<file path="config.mk">
export PLATFORM = sky130hd
export DESIGN_NAME = wtr_sector_write
export DESIGN_NICKNAME = d
export VERILOG_FILES = /design/src/include/wtr_pkg.sv /design/src/verilog/wtr_sector_write.sv
export SDC_FILE = /design/constraint.sdc
export NUM_CORES = 2
export LEC_CHECK = 0
export BUFFER_PORTS_ARGS = -buffer_cell sky130_fd_sc_hd__buf_2
export CORE_MARGIN = 2
export CORE_UTILIZATION = 40
export CTS_BUF_LIST = sky130_fd_sc_hd__clkbuf_16
export CTS_CLUSTER_DIAMETER = 120
export DETAILED_ROUTE_END_ITERATION = 6
export GPL_ROUTABILITY_DRIVEN = 0
export PLACE_DENSITY = 0.65
export SKIP_LAST_GASP = 1
export SLEW_MARGIN = 10
export SYNTH_ARGS = -nofsm -noshare
export SYNTH_HDL_FRONTEND = slang
export SYNTH_SLANG_ARGS = --single-unit
export TNS_END_PERCENT = 100
</file>
<file path="constraint.sdc">
create_clock -name ref_clk -period 8.55 [get_ports ref_clk]
set_input_delay 0.855 -clock ref_clk [delete_from_list [all_inputs] [get_ports ref_clk]]
set_output_delay 0.855 -clock ref_clk [all_outputs]
set_load 0.03 [all_outputs]
</file>
<file path="src/include/wtr_pkg.sv">
// Package of the sector-write command engine: register map, field layout,
// command codes, status and error bit positions, timing and geometry.
// Assumes a 40 MHz ref_clk and a host driving the plain register port.
package wtr_pkg;

  // Register indices on the host port
  localparam logic [3:0] WTR_REG_DATA    = 4'h0;
  localparam logic [3:0] WTR_REG_ERROR   = 4'h1;
  localparam logic [3:0] WTR_REG_SECCNT  = 4'h2;
  localparam logic [3:0] WTR_REG_SECNUM  = 4'h3;
  localparam logic [3:0] WTR_REG_CYLLO   = 4'h4;
  localparam logic [3:0] WTR_REG_CYLHI   = 4'h5;
  localparam logic [3:0] WTR_REG_DRVHEAD = 4'h6;
  localparam logic [3:0] WTR_REG_STATCMD = 4'h7;
  localparam logic [3:0] WTR_REG_MULT    = 4'h8;
  localparam logic [3:0] WTR_REG_IRQSTAT = 4'h9;
  localparam logic [3:0] WTR_REG_IRQEN   = 4'ha;
  localparam logic [3:0] WTR_REG_IRQCLR  = 4'hb;

  // Command codes
  localparam logic [7:0] WTR_CMD_WRITE      = 8'h30;
  localparam logic [7:0] WTR_CMD_WRITE_NR   = 8'h31;
  localparam logic [7:0] WTR_CMD_WRITE_NOER = 8'h38;
  localparam logic [7:0] WTR_CMD_VERIFY     = 8'h3c;
  localparam logic [7:0] WTR_CMD_MULT       = 8'hc5;
  localparam logic [7:0] WTR_CMD_MULT_NOER  = 8'hcd;

  // Status bit positions
  localparam int WTR_ST_BUSY  = 7;
  localparam int WTR_ST_DEVICE_READY_FLAG  = 6;
  localparam int WTR_ST_DWF   = 5;
  localparam int WTR_ST_DSC   = 4;
  localparam int WTR_ST_DRQ   = 3;
  localparam int WTR_ST_DATA_FIXED_FLAG  = 2;
  localparam int WTR_ST_ERR   = 0;
  // Error bit positions
  localparam int WTR_ER_BBK   = 7;
  localparam int WTR_ER_UNC   = 6;
  localparam int WTR_ER_ID_NOT_FOUND_FLAG  = 4;
  localparam int WTR_ER_COMMAND_ABORTED_FLAG  = 2;
  localparam int WTR_ER_ADDRESS_MARK_MISSING_FLAG  = 0;
  // Drive/head field positions
  localparam int WTR_DH_LBA   = 6;
  localparam int WTR_DH_DRV   = 4;
  // Interrupt event positions
  localparam int WTR_EV_DONE  = 0;
  localparam int WTR_EV_BLOCK = 1;
  localparam int WTR_EV_ERROR = 2;
  localparam int WTR_EV_W     = 3;

  // Reset values
  localparam logic [7:0] WTR_SECCNT_RST  = 8'h01;
  localparam logic [7:0] WTR_SECNUM_RST  = 8'h01;
  localparam logic [7:0] WTR_MULT_RST    = 8'h00;
  localparam logic [2:0] WTR_IRQEN_RST   = 3'h0;

  // Last word index of a sector in 16-bit words, and full-count value for a zero count
  localparam logic [7:0] WTR_LAST_WORD   = 8'hff;
  localparam logic [8:0] WTR_FULL_COUNT  = 9'h100;

  // CHS geometry used when stepping addresses
  localparam logic [7:0] WTR_SECT_PER_TRK = 8'h3f;
  localparam logic [3:0] WTR_LAST_HEAD    = 4'hf;

  // Busy must rise within this time after a command is taken
  localparam int WTR_CLK_MHZ      = 40;
  localparam int WTR_BUSY_MAX_NS  = 400;
  localparam int WTR_BUSY_MAX_CYC = (WTR_BUSY_MAX_NS * WTR_CLK_MHZ) / 1000;

  typedef struct packed {
    logic        lba;
    logic        drive;
    logic [3:0]  head;
    logic [15:0] cyl;
    logic [7:0]  sect;
  } wtr_addr_t;

  // Program request towards the flash back end
  typedef struct packed {
    logic      valid;
    logic      no_erase;
    logic      verify;
    wtr_addr_t addr;
  } wtr_media_req_t;

  // Outcome of one sector program
  typedef struct packed {
    logic done;
    logic bad_block_flag;
    logic uncorrectable_flag;
    logic id_not_found_flag;
    logic address_mark_missing_flag;
    logic wfault;
  } wtr_media_rsp_t;

  typedef struct packed {
    logic [3:0]  addr;
    logic [15:0] wdata;
    logic        we;
    logic        re;
  } wtr_bus_req_t;

endpackage : wtr_pkg

</file>
<file path="src/verilog/wtr_sector_write.sv">
// Sector-write command engine: task-file registers, 512-byte sector buffer,
// busy/data-request sequencing, per-block and completion interrupts.
// Assumes a host on the plain register port and a flash back end that
// reads the buffer by word index and answers each program with one pulse.
// What this block does
// RL1: Command CDh runs multiple-mode write, skipping erase before each sector.
// RL2: Command 38h writes sectors with multiple behaviour and no implied erase.
// RL3: Host should pre-erase targets before either no-erase write command.
// RL4: Commands 30h/31h write 1 to 256 sectors; count zero means 256.
// RL5: Transfer starts at sector number, cylinder and head registers.
// RL6: On acceptance assert busy, then data request with busy clear.
// RL7: No interrupt announces the first data transfer of a command.
// RL8: Host moves no data until busy is seen clear.
// RL9: Full sector sets busy and clears data request until next buffer ready.
// RL10: On completion clear busy and raise an interrupt.
// RL11: On error stop at failing sector, leaving its address in registers.
// RL12: Host may read registers afterwards to find error and sector.
// RL13: Command 3Ch verifies each sector right after writing it.
// RL14: Only the error and status bits valid for the command are reported.
// RL15: Multiple mode interrupts once per block; last partial block takes remainder.
// RL16: Multiple write aborts when block size unset or multiple mode disabled.
// RL17: Busy rises within 400 ns of a multiple write being taken.
// RL18: Each sector moves 256 sixteen-bit words per data-request interval.
//
// The address map and the strobed register port were decided locally.
module wtr_sector_write (
  // Clock and reset
  input  wire logic                    ref_clk,
  input  wire logic                    arst_n,
  // Host register port
  input  wire wtr_pkg::wtr_bus_req_t   bus_req,
  output logic [15:0]                  bus_rdata,
  // Flash back end
  output wtr_pkg::wtr_media_req_t      media_req,
  input  wire logic [7:0]              media_rd_idx,
  output logic [15:0]                  media_rd_word,
  input  wire wtr_pkg::wtr_media_rsp_t media_rsp,
  // Interrupt
  output logic                         irq
);
  import wtr_pkg::*;

  typedef enum logic [1:0] {ST_IDLE, ST_ACCEPT, ST_DRQ, ST_PROG} wtr_state_t;

  logic             rst_s1_q;
  logic             rst_n_q;
  wtr_state_t       state_q;
  wtr_addr_t        addr_q;
  logic [7:0]       seccnt_q;
  logic [7:0]       feature_q;
  logic [7:0]       mult_q;
  logic [7:0]       err_q;
  logic             err_st_q;
  logic             dwf_q;
  logic [7:0]       cmd_q;
  logic [8:0]       remain_q;
  logic [7:0]       blk_left_q;
  logic [7:0]       word_q;
  logic [15:0]      sbuf_q [0:255];
  logic [WTR_EV_W-1:0] irq_st_q;
  logic [WTR_EV_W-1:0] irq_en_q;
  logic [WTR_EV_W-1:0] ev;
  logic             cmd_wr;
  logic             cmd_known;
  logic             cmd_multi;
  logic             cmd_ok;
  logic             cmd_abort;
  logic             data_wr;
  logic             sect_full;
  logic             rsp_ok;
  logic             rsp_bad;
  logic             last_sect;
  logic             blk_end;
  logic             busy;
  logic             data_request_flag;
  logic [7:0]       status;

  function automatic logic is_write(input logic [7:0] c);
    return c == WTR_CMD_WRITE || c == WTR_CMD_WRITE_NR || c == WTR_CMD_VERIFY ||
           c == WTR_CMD_WRITE_NOER || c == WTR_CMD_MULT || c == WTR_CMD_MULT_NOER;
  endfunction : is_write

  // 38h behaves as a multiple write, so it shares the block size checks
  function automatic logic is_multi(input logic [7:0] c);
    return c == WTR_CMD_WRITE_NOER || c == WTR_CMD_MULT || c == WTR_CMD_MULT_NOER;
  endfunction : is_multi

  // Error bits meaningful for a command; unknown codes report abort only
  function automatic logic [7:0] err_valid(input logic [7:0] c);
    logic [7:0] m;
    m = 8'h00;
    m[WTR_ER_COMMAND_ABORTED_FLAG] = 1'b1;
    if (is_write(c)) begin
      m[WTR_ER_BBK]  = 1'b1;
      m[WTR_ER_ID_NOT_FOUND_FLAG] = 1'b1;
      m[WTR_ER_ADDRESS_MARK_MISSING_FLAG] = 1'b1;
    end
    return m;
  endfunction : err_valid

  function automatic wtr_addr_t addr_next(input wtr_addr_t a);
    wtr_addr_t n;
    n = a;
    if (a.lba) begin
      {n.head, n.cyl, n.sect} = {a.head, a.cyl, a.sect} + 28'h0000001;
    end else if (a.sect >= WTR_SECT_PER_TRK) begin
      n.sect = 8'h01;
      if (a.head == WTR_LAST_HEAD) begin
        n.head = 4'h0;
        n.cyl  = a.cyl + 16'h0001;
      end else begin
        n.head = a.head + 4'h1;
      end
    end else begin
      n.sect = a.sect + 8'h01;
    end
    return n;
  endfunction : addr_next

  // Reset release through two flops; assertion stays asynchronous
  always_ff @(posedge ref_clk or negedge arst_n) begin
    if (!arst_n) begin
      rst_s1_q <= 1'b0;
      rst_n_q  <= 1'b0;
    end else begin
      rst_s1_q <= 1'b1;
      rst_n_q  <= rst_s1_q;
    end
  end

  assign cmd_wr    = bus_req.we && bus_req.addr == WTR_REG_STATCMD && state_q == ST_IDLE;
  assign cmd_known = is_write(bus_req.wdata[7:0]);
  assign cmd_multi = is_multi(bus_req.wdata[7:0]);
  assign cmd_abort = cmd_wr && (!cmd_known || (cmd_multi && mult_q == 8'h00)); // [RL16]
  assign cmd_ok    = cmd_wr && !cmd_abort;
  assign data_wr   = bus_req.we && bus_req.addr == WTR_REG_DATA && state_q == ST_DRQ;
  assign sect_full = data_wr && word_q == WTR_LAST_WORD; // [RL18]
  assign rsp_bad   = state_q == ST_PROG && media_rsp.done &&
                     (media_rsp.bad_block_flag || media_rsp.uncorrectable_flag || media_rsp.id_not_found_flag || media_rsp.address_mark_missing_flag || media_rsp.wfault);
  assign rsp_ok    = state_q == ST_PROG && media_rsp.done && !rsp_bad;
  assign last_sect = remain_q == 9'h001;
  assign blk_end   = blk_left_q == 8'h01;

  // Busy while taking a command or programming; data request only when open
  assign busy = state_q == ST_ACCEPT || state_q == ST_PROG; // [RL6] [RL9]
  assign data_request_flag  = state_q == ST_DRQ;

  always_ff @(posedge ref_clk or negedge rst_n_q) begin
    if (!rst_n_q) begin
      state_q <= ST_IDLE;
    end else begin
      case (state_q)
        ST_IDLE: begin
          if (cmd_ok) begin
            state_q <= ST_ACCEPT; // [RL6] [RL17]
          end
        end
        ST_ACCEPT: state_q <= ST_DRQ; // [RL6]
        ST_DRQ: begin
          if (sect_full) begin
            state_q <= ST_PROG; // [RL9]
          end
        end
        ST_PROG: begin
          if (rsp_bad || (rsp_ok && last_sect)) begin
            state_q <= ST_IDLE; // [RL10] [RL11]
          end else if (rsp_ok) begin
            state_q <= ST_DRQ;
          end
        end
        default: state_q <= ST_IDLE;
      endcase
    end
  end

  function automatic logic [7:0] mult_q_or_one(input logic [7:0] c);
    return is_multi(c) ? mult_q : 8'h01;
  endfunction : mult_q_or_one

  // Command code, sector and block counters
  always_ff @(posedge ref_clk or negedge rst_n_q) begin
    if (!rst_n_q) begin
      cmd_q      <= 8'h00;
      remain_q   <= 9'h000;
      blk_left_q <= 8'h00;
    end else if (cmd_ok) begin
      cmd_q      <= bus_req.wdata[7:0];
      remain_q   <= (seccnt_q == 8'h00) ? WTR_FULL_COUNT : {1'b0, seccnt_q}; // [RL4]
      blk_left_q <= cmd_multi ? mult_q : 8'h01; // [RL15]
    end else if (rsp_ok) begin
      remain_q   <= remain_q - 9'h001;
      blk_left_q <= blk_end ? mult_q_or_one(cmd_q) : blk_left_q - 8'h01; // [RL15]
    end
  end

  // Word pointer into the sector buffer
  always_ff @(posedge ref_clk or negedge rst_n_q) begin
    if (!rst_n_q) begin
      word_q <= 8'h00;
    end else if (state_q == ST_ACCEPT || rsp_ok) begin
      word_q <= 8'h00;
    end else if (data_wr) begin
      word_q <= word_q + 8'h01; // [RL18]
    end
  end

  // Sector buffer; the back end reads it while the engine waits busy
  always_ff @(posedge ref_clk) begin
    if (data_wr) begin
      sbuf_q[word_q] <= bus_req.wdata;
    end
    media_rd_word <= sbuf_q[media_rd_idx];
  end

  // Task-file registers; address only advances after a good sector
  always_ff @(posedge ref_clk or negedge rst_n_q) begin
    if (!rst_n_q) begin
      addr_q    <= '0;
      addr_q.sect <= WTR_SECNUM_RST;
      seccnt_q  <= WTR_SECCNT_RST;
      feature_q <= 8'h00;
      mult_q    <= WTR_MULT_RST;
    end else if (rsp_ok) begin
      addr_q   <= addr_next(addr_q);
      seccnt_q <= seccnt_q - 8'h01;
    end else if (bus_req.we && state_q == ST_IDLE) begin
      case (bus_req.addr)
        WTR_REG_ERROR:   feature_q   <= bus_req.wdata[7:0];
        WTR_REG_SECCNT:  seccnt_q    <= bus_req.wdata[7:0];
        WTR_REG_SECNUM:  addr_q.sect <= bus_req.wdata[7:0];
        WTR_REG_CYLLO:   addr_q.cyl[7:0]  <= bus_req.wdata[7:0];
        WTR_REG_CYLHI:   addr_q.cyl[15:8] <= bus_req.wdata[7:0];
        WTR_REG_DRVHEAD: begin
          addr_q.lba   <= bus_req.wdata[WTR_DH_LBA];
          addr_q.drive <= bus_req.wdata[WTR_DH_DRV];
          addr_q.head  <= bus_req.wdata[3:0];
        end
        WTR_REG_MULT:    mult_q      <= bus_req.wdata[7:0];
        default: ;
      endcase
    end
  end

  // Error and fault reporting, masked to what the command defines
  always_ff @(posedge ref_clk or negedge rst_n_q) begin
    if (!rst_n_q) begin
      err_q    <= 8'h00;
      err_st_q <= 1'b0;
      dwf_q    <= 1'b0;
    end else if (cmd_abort) begin
      err_q    <= 8'h01 << WTR_ER_COMMAND_ABORTED_FLAG;
      err_st_q <= 1'b1;
      dwf_q    <= 1'b0;
    end else if (cmd_ok) begin
      err_q    <= 8'h00;
      err_st_q <= 1'b0;
      dwf_q    <= 1'b0;
    end else if (rsp_bad) begin
      // Uncorrectable is not defined for writes and is dropped here
      err_q    <= {media_rsp.bad_block_flag, media_rsp.uncorrectable_flag, 1'b0, media_rsp.id_not_found_flag,
                   3'h0, media_rsp.address_mark_missing_flag} & err_valid(cmd_q); // [RL14] [RL12]
      err_st_q <= 1'b1;
      dwf_q    <= media_rsp.wfault;
    end
  end

  // Corrected-data bit is never valid for a write and reads zero
  always_comb begin
    status = 8'h00;
    status[WTR_ST_BUSY] = busy;
    status[WTR_ST_DEVICE_READY_FLAG] = !busy;
    status[WTR_ST_DWF]  = dwf_q;
    status[WTR_ST_DSC]  = !busy;
    status[WTR_ST_DRQ]  = data_request_flag;
    status[WTR_ST_DATA_FIXED_FLAG] = 1'b0; // [RL14]
    status[WTR_ST_ERR]  = err_st_q;
  end

  // One program request per full sector, no erase for the no-erase codes
  always_ff @(posedge ref_clk or negedge rst_n_q) begin
    if (!rst_n_q) begin
      media_req <= '0;
    end else begin
      media_req.valid    <= sect_full; // [RL9]
      media_req.no_erase <= cmd_q == WTR_CMD_WRITE_NOER || cmd_q == WTR_CMD_MULT_NOER; // [RL1] [RL2]
      media_req.verify   <= cmd_q == WTR_CMD_VERIFY; // [RL13]
      media_req.addr     <= addr_q; // [RL5]
    end
  end

  // Events: completion, start of each later block, error stop
  always_comb begin
    ev = '0;
    ev[WTR_EV_DONE]  = (rsp_ok && last_sect) || cmd_abort; // [RL10]
    ev[WTR_EV_BLOCK] = rsp_ok && !last_sect && blk_end; // [RL15] [RL7]
    ev[WTR_EV_ERROR] = rsp_bad; // [RL11]
  end

  // Sticky status; a new event outranks a clear in the same cycle
  always_ff @(posedge ref_clk or negedge rst_n_q) begin
    if (!rst_n_q) begin
      irq_st_q <= '0;
      irq_en_q <= WTR_IRQEN_RST;
    end else begin
      if (bus_req.we && bus_req.addr == WTR_REG_IRQEN) begin
        irq_en_q <= bus_req.wdata[WTR_EV_W-1:0];
      end
      if (bus_req.we && bus_req.addr == WTR_REG_IRQCLR) begin
        irq_st_q <= (irq_st_q & ~bus_req.wdata[WTR_EV_W-1:0]) | ev;
      end else begin
        irq_st_q <= irq_st_q | ev;
      end
    end
  end

  assign irq = |(irq_st_q & irq_en_q);

  // Read data stand in the cycle after the strobe only
  always_ff @(posedge ref_clk or negedge rst_n_q) begin
    if (!rst_n_q) begin
      bus_rdata <= 16'h0000;
    end else if (bus_req.re) begin
      case (bus_req.addr)
        WTR_REG_ERROR:   bus_rdata <= {8'h00, err_q};
        WTR_REG_SECCNT:  bus_rdata <= {8'h00, seccnt_q};
        WTR_REG_SECNUM:  bus_rdata <= {8'h00, addr_q.sect};
        WTR_REG_CYLLO:   bus_rdata <= {8'h00, addr_q.cyl[7:0]};
        WTR_REG_CYLHI:   bus_rdata <= {8'h00, addr_q.cyl[15:8]};
        WTR_REG_DRVHEAD: bus_rdata <= {8'h00, 1'b1, addr_q.lba, 1'b1, addr_q.drive, addr_q.head}; // [RL12]
        WTR_REG_STATCMD: bus_rdata <= {8'h00, status};
        WTR_REG_MULT:    bus_rdata <= {8'h00, mult_q};
        WTR_REG_IRQSTAT: bus_rdata <= {13'h0000, irq_st_q};
        WTR_REG_IRQEN:   bus_rdata <= {13'h0000, irq_en_q};
        default:         bus_rdata <= 16'h0000;
      endcase
    end else begin
      bus_rdata <= 16'h0000;
    end
  end
endmodule : wtr_sector_write
</file>
* Word-level counts from Yosys, hierarchy flattened
Memory sizes are Yosys's and may differ from the RTL's. A register that Yosys moved wholly into a read port is not among the register bits.
Index checks and enable logic that the tools add are counted.
** Cells by class
- Eq/ne operators :: 35
- Multiplexer cells :: 47
- Bitwise operators :: 7
- $mul :: 0
- Add/subtract/negate cells :: 8
- Reduce and logical (&&, ||, !) cells :: 68
- Order comparisons :: 1
- Divide/modulo/power cells :: 0
- Shifts and indexed selects :: 0
** Operators by type and width (count)
- $mux 8 :: 17
- $mux 28 :: 3
- $pmux 8 s10 :: 1
- $eq 8x6->1 const B :: 8
- $eq 8x8->1 const B :: 5
- $mux 16 :: 2
- $add 28x1->28 const B :: 1
- $mux 9 :: 3
- $logic_or 1x1->1 :: 24
- $eq 4x4->1 const B :: 5
- $mux 20 :: 1
- $logic_and 1x1->1 :: 17
- $add 16x1->16 const B :: 1
- $add 8x1->8 const B :: 2
- $eq 4x3->1 const B :: 4
- $logic_not 8->1 :: 2
- $reduce_bool 2->1 :: 8
- $sub 8x1->8 const B :: 2
- $mux 1 :: 12
- $reduce_and 3->1 :: 4
- $eq 9x1->1 const B :: 1
- $ne 3x2->1 const B :: 3
- $sub 9x1->9 const B :: 1
- $and 8x8->8 :: 1
- other kinds (23) :: 38
** Word-level totals
- Bits in registers :: 148
- Input port bits :: 38
- Bits in writable memories :: 4096
- Memories kept :: 1
- Bits in latches :: 0
- Memory bits (read-only) :: 0
** Memory list
- sbuf_q :: words 256, bits a word 16, read ports 1, clocked after Yosys merged registers in 1, wr ports 1, line wtr_sector_write.sv:59 : logic [15:0] sbuf_q [0:255];

* Longest topological paths before layout
- Word-level depth :: 17
- Depth in mapped cells :: 13
- Mapped depth without buffers :: 8

* Worst setup path after synthesis
No wires, ideal clock.
- Kind :: input to register
- Start :: input bus_req[19] (netlist bit)
- End :: memory sbuf_q[191][0] (enable)
- Data arrival time :: 3.372 ns
- Library setup time :: 0.413 ns
- Data required time :: 8.137 ns
- Path slack :: 4.765 ns
- Cell stages on the path :: 5
- Cells stage by stage :: clkbuf_1 > nor4_1 > nand3_1 > or3_1 > nor3b_1
** On the way
- Cells in the longest elaborated chain, start to end :: 5
** Ends and longest elaborated chain
- start: declaration :: line wtr_sector_write.sv:31 : input wire wtr_pkg::wtr_bus_req_t bus_req,
- $logic_not 4->1 :: line wtr_sector_write.sv:136 : assign data_wr = bus_req.we && bus_req.addr == WTR_REG_DATA && state_q == ST_DRQ;
- $logic_and 1x1->1 (2 in series) :: line wtr_sector_write.sv:136
- $mux 1 :: line wtr_sector_write.sv:209 : if (data_wr) begin
- $mux 1 (not written as such) :: line wtr_sector_write.sv:210 : sbuf_q[word_q] <= bus_req.wdata;
- end: declaration :: line wtr_sector_write.sv:59
No other way between the ends.

==> summary.md <==
| Metric | Value |
|---|---|
| Post-DR wirelength/cell | about 31 um |
| Placed cells | 13468 |
| Largest area contributor in the netlist | edfxtp_1 |
| Finished Layout Cells | around 14000 |
| Count leader, synth | edfxtp_1 |
| GR Util All Layers | 0.207 |
| Crit path capture type | register |
| Die height | ~650 um |
| Mapped Cells | 8032 |
| Static leakage | 59.1 nW |
| Final setup viols | 0 |
| Mux share of post-synthesis cell area | 0.144 |
| Synth Area in Adders | 0.000987 |
| Post-synth top cells | edfxtp_1 (4096), mux4_2 (827), mux2i_1 (490) |
| Die area | 417000 um2 |
| Status | finished with violations |
| DIE WIDTH | 646 um |
| Final WL | 443000 um |
| Top post-synthesis cells by area | edfxtp_1 (75%), mux4_2 (11%), mux2i_1 (3.0%) |
| Clk sinks | approximately 4200 |
| Number of global-route vias before repair | approximately 83000 |
| Fmax | 202 MHz |
| Failing checks | design-rule violations, max-capacitance violations |
| Synth Area in XOR/XNOR | 0.000744 |
| VDD IR max | roughly 0.00019 V |
| Avg Synthesized Cell Area | 20.5 um2 |
| Remaining DRCs | 1 |
| CTS root buf | clkbuf_16 |
| Simple-Gate Fraction of Synth Area | 0.0260 |
| Clock transition at the registers of the reported paths | 0.06 ns |
| RSZ-0062 raised after global routing | false |
| GRT Residual Overflow | 0 |
| Top_reg_cell synth | edfxtp_1 |
| Slew Limit Fails | 0 |
| IO Port Bufs | 95 |
| DR iter-0 viols | ~13000 |
| Delay-heaviest family, CP | buffers and inverters |
| Max_slew headroom | 0.00769 |
| Max incr delay on CP | 1.20 ns |
| Share of layout cells above drive strength 1 | 0.223 |
| Worst Setup Slack post-DPL | 2.72 ns |
| Largest family of logic cells by synthesized area | multiplexers |
| Worst hold path type | input pin to register |
| PnR Total Power | 42.7 mW |
| Initial antenna violation count | 38 |
| Critical Path Source Type | input pin |
| Max H-tree Level | 5 |
| Setup CP Type | input pin to register |
| Tightest Pin Transition | roughly 1.5 ns |
| Max Cap Viol | 2 |
| Setup WS post-layout | 3.61 ns |
| CP Max Fanout | 128 |
| Synth cell types | 82 |
| Post-synth top area share | 0.747 |
| Std-Cell Rows | approximately 240 |
| Resized Gates After CTS | 0 |
| Drt via density | 5.99 |
| TritonCTS clock tree | done |
| Via count | between 80000 and 90000 |
| TritonCTS Buffers | a little over 400 |
| Critical path buffer and inverter count | 4 |
| P&R area growth vs syn | 12.8% |
| Final Critical Period | 4.94 ns |
| Starting density of the core | 0.402 |
| Dpl cell area | about 170000 um2 |
| Cell area after layout | approximately 190000 um2 |
| Synth warn | 0 |
| DP Wirelength | between 200000 and 300000 um |
| Post-CTS Setup Inserts | 0 |
| Post-Syn Area | 165000 um2 |
| Detail Route Antenna Nets | 0 |
| Clock buffer depth | 4 |
| P per Cell Area | between 200 and 250 nW/um2 |
| WP data arrival | ~5.8 ns |
| IO Count | approximately 100 |
| First-pass GRT wire length | 624000 um |
| Worst path required time | 9.37 ns |
| Yosys reg bits | between 4000 and 5000 |
| Synth Area in Compound Gates | 0.0423 |
| Tcrit/Tclk final | 0.578 |
| Ys async rst share | 0.0320 |
| Sequential share of the synthesized area | 0.769 |
| Final setup TNS | 0 ns |
| Core area | 410000 um2 |
| Clock latency on the worst-skew pair | 0.99 ns |
| EDFF count, synth | just over 4000 |
| Clock Skew | around 0.081 ns |
| Drt pass-1 iters | 7 |
| Slowest CP cell | nor4_1 |
| Maximum number of pins on one net before global-route repair | 166 |
| Cells along the critical path | buf_8 > buf_12 > buf_4 > buf_4 > mux4_2 > mux4_2 > nand3_1 > nand2_1 > nor4_1 > nor3b_2 |
| Nets | 8478 |
| Fin. Hold Viols | 0 |
layer usage:
layer,routed length (um),part of all wire,global-route usage,vias up
met2,206000,0.47,0.322,4835
met4,19300,0.044,0.0830,12
met1,174000,0.39,0.287,45240
li1,-,-,-,34458
met5,72,0.00016,0,-
met3,43700,0.099,0.0421,767
placed cells by master (no fill, tap or decap), drive strengths merged, types with 16 or more instances in the layout:
cell / n
a22oi: 193
bufinv: 25
a21oi: 247
clkbuf: 411
inv: 133
a221oi: 31
nor3: 129
dfrtp: 134
diode: 36
mux2i: 490
nand3: 39
nor2: 393
buf: 472
edfxtp: 4096
and3: 33
dfxtp: 16
o221ai: 197
a211oi: 50
o21ai: 94
nand2: 145
nor4: 53
clkinv: 176
o22ai: 82
nor2b: 22
o211ai: 31
mux4: 827
power by group:
part	switching, mW	internal [mW]	total, mW
clock network	7.81	9.53	17.3
logic	1.54	0.725	2.26
registers	0.214	22.9	23.1
total	9.56	33.2	42.7
cells by family (layout without fill, tap and decap cells):
| group | count (synthesis) | count (layout) |
|---|---|---|
| flops | 4248 | 4248 |
| mux | 1331 | 1331 |
| compound gates | 1005 | 1005 |
| simple gates | 908 | 908 |
| buf+inv | 511 | 1232 |
| xor+xnor | 14 | 14 |
| fa+ha+maj | 13 | 13 |
| other cells | 2 | 45 |
sequential cells by signal (all words and copies together) (netlist names):
| register | count |
|---|---|
| rst_s1_q | 1 |
| remain_q | 9 |
| state_q | 2 |
| blk_left_q | 8 |
| media_req | 33 |
| bus_rdata | 8 |
| err_q | 4 |
| mult_q | 8 |
| media_rd_word | 16 |
| word_q | 8 |
| addr_q | 30 |
| cmd_q | 8 |
| irq_en_q | 3 |
| dwf_q | 1 |
| irq_st_q | 3 |
| sbuf_q | 4096 |
| seccnt_q | 8 |
| rst_n_q | 1 |
| err_st_q | 1 |
stage by stage:
stage / hold WS [ns] / util
3_5_place_dp: 0.343 / 0.422
3_3_place_gp: 0.342 / 0.422
2_1_floorplan: 0.331 / -
5_1_grt: 0.0665 / 0.453
4_1_cts: 0.0327 / 0.453
6_report: 0.101 / 0.453
area by class of cell:
type	instances	area (um2)
Fill cell	33884	224000
Sequential cell	4248	127000
Multi-Input combinational cell	3280	35500
Clock buffer	411	10300
Tap cell	5451	6820
Timing Repair Buffer	473	3790
Clock inverter	331	2540
Antenna cell	36	90.1
Inverter	17	73.8
worst paths after layout:
path,to,cells after the start,slack (ns),startpoint
max in group asynchronous,addr_q[16],1,6.61,rst_n_q
setup reg to reg,sbuf_q[128][8],5,3.89,state_q[0]
hold reg to reg,rst_n_q,0,0.36,rst_s1_q
min in group asynchronous,rst_n_q,2,0.16,arst_n
hold / removal,err_q[7],2,0.10,media_rsp[4]
setup / recovery,media_rd_word[1],10,3.61,media_rd_idx[1]
timing repair:
item                                   CTS  global route
setup endpoints to repair                0             0
hold buffers                             1             0
endpoints found under the hold margin    2             0
Power figures use the tool's default switching activity.
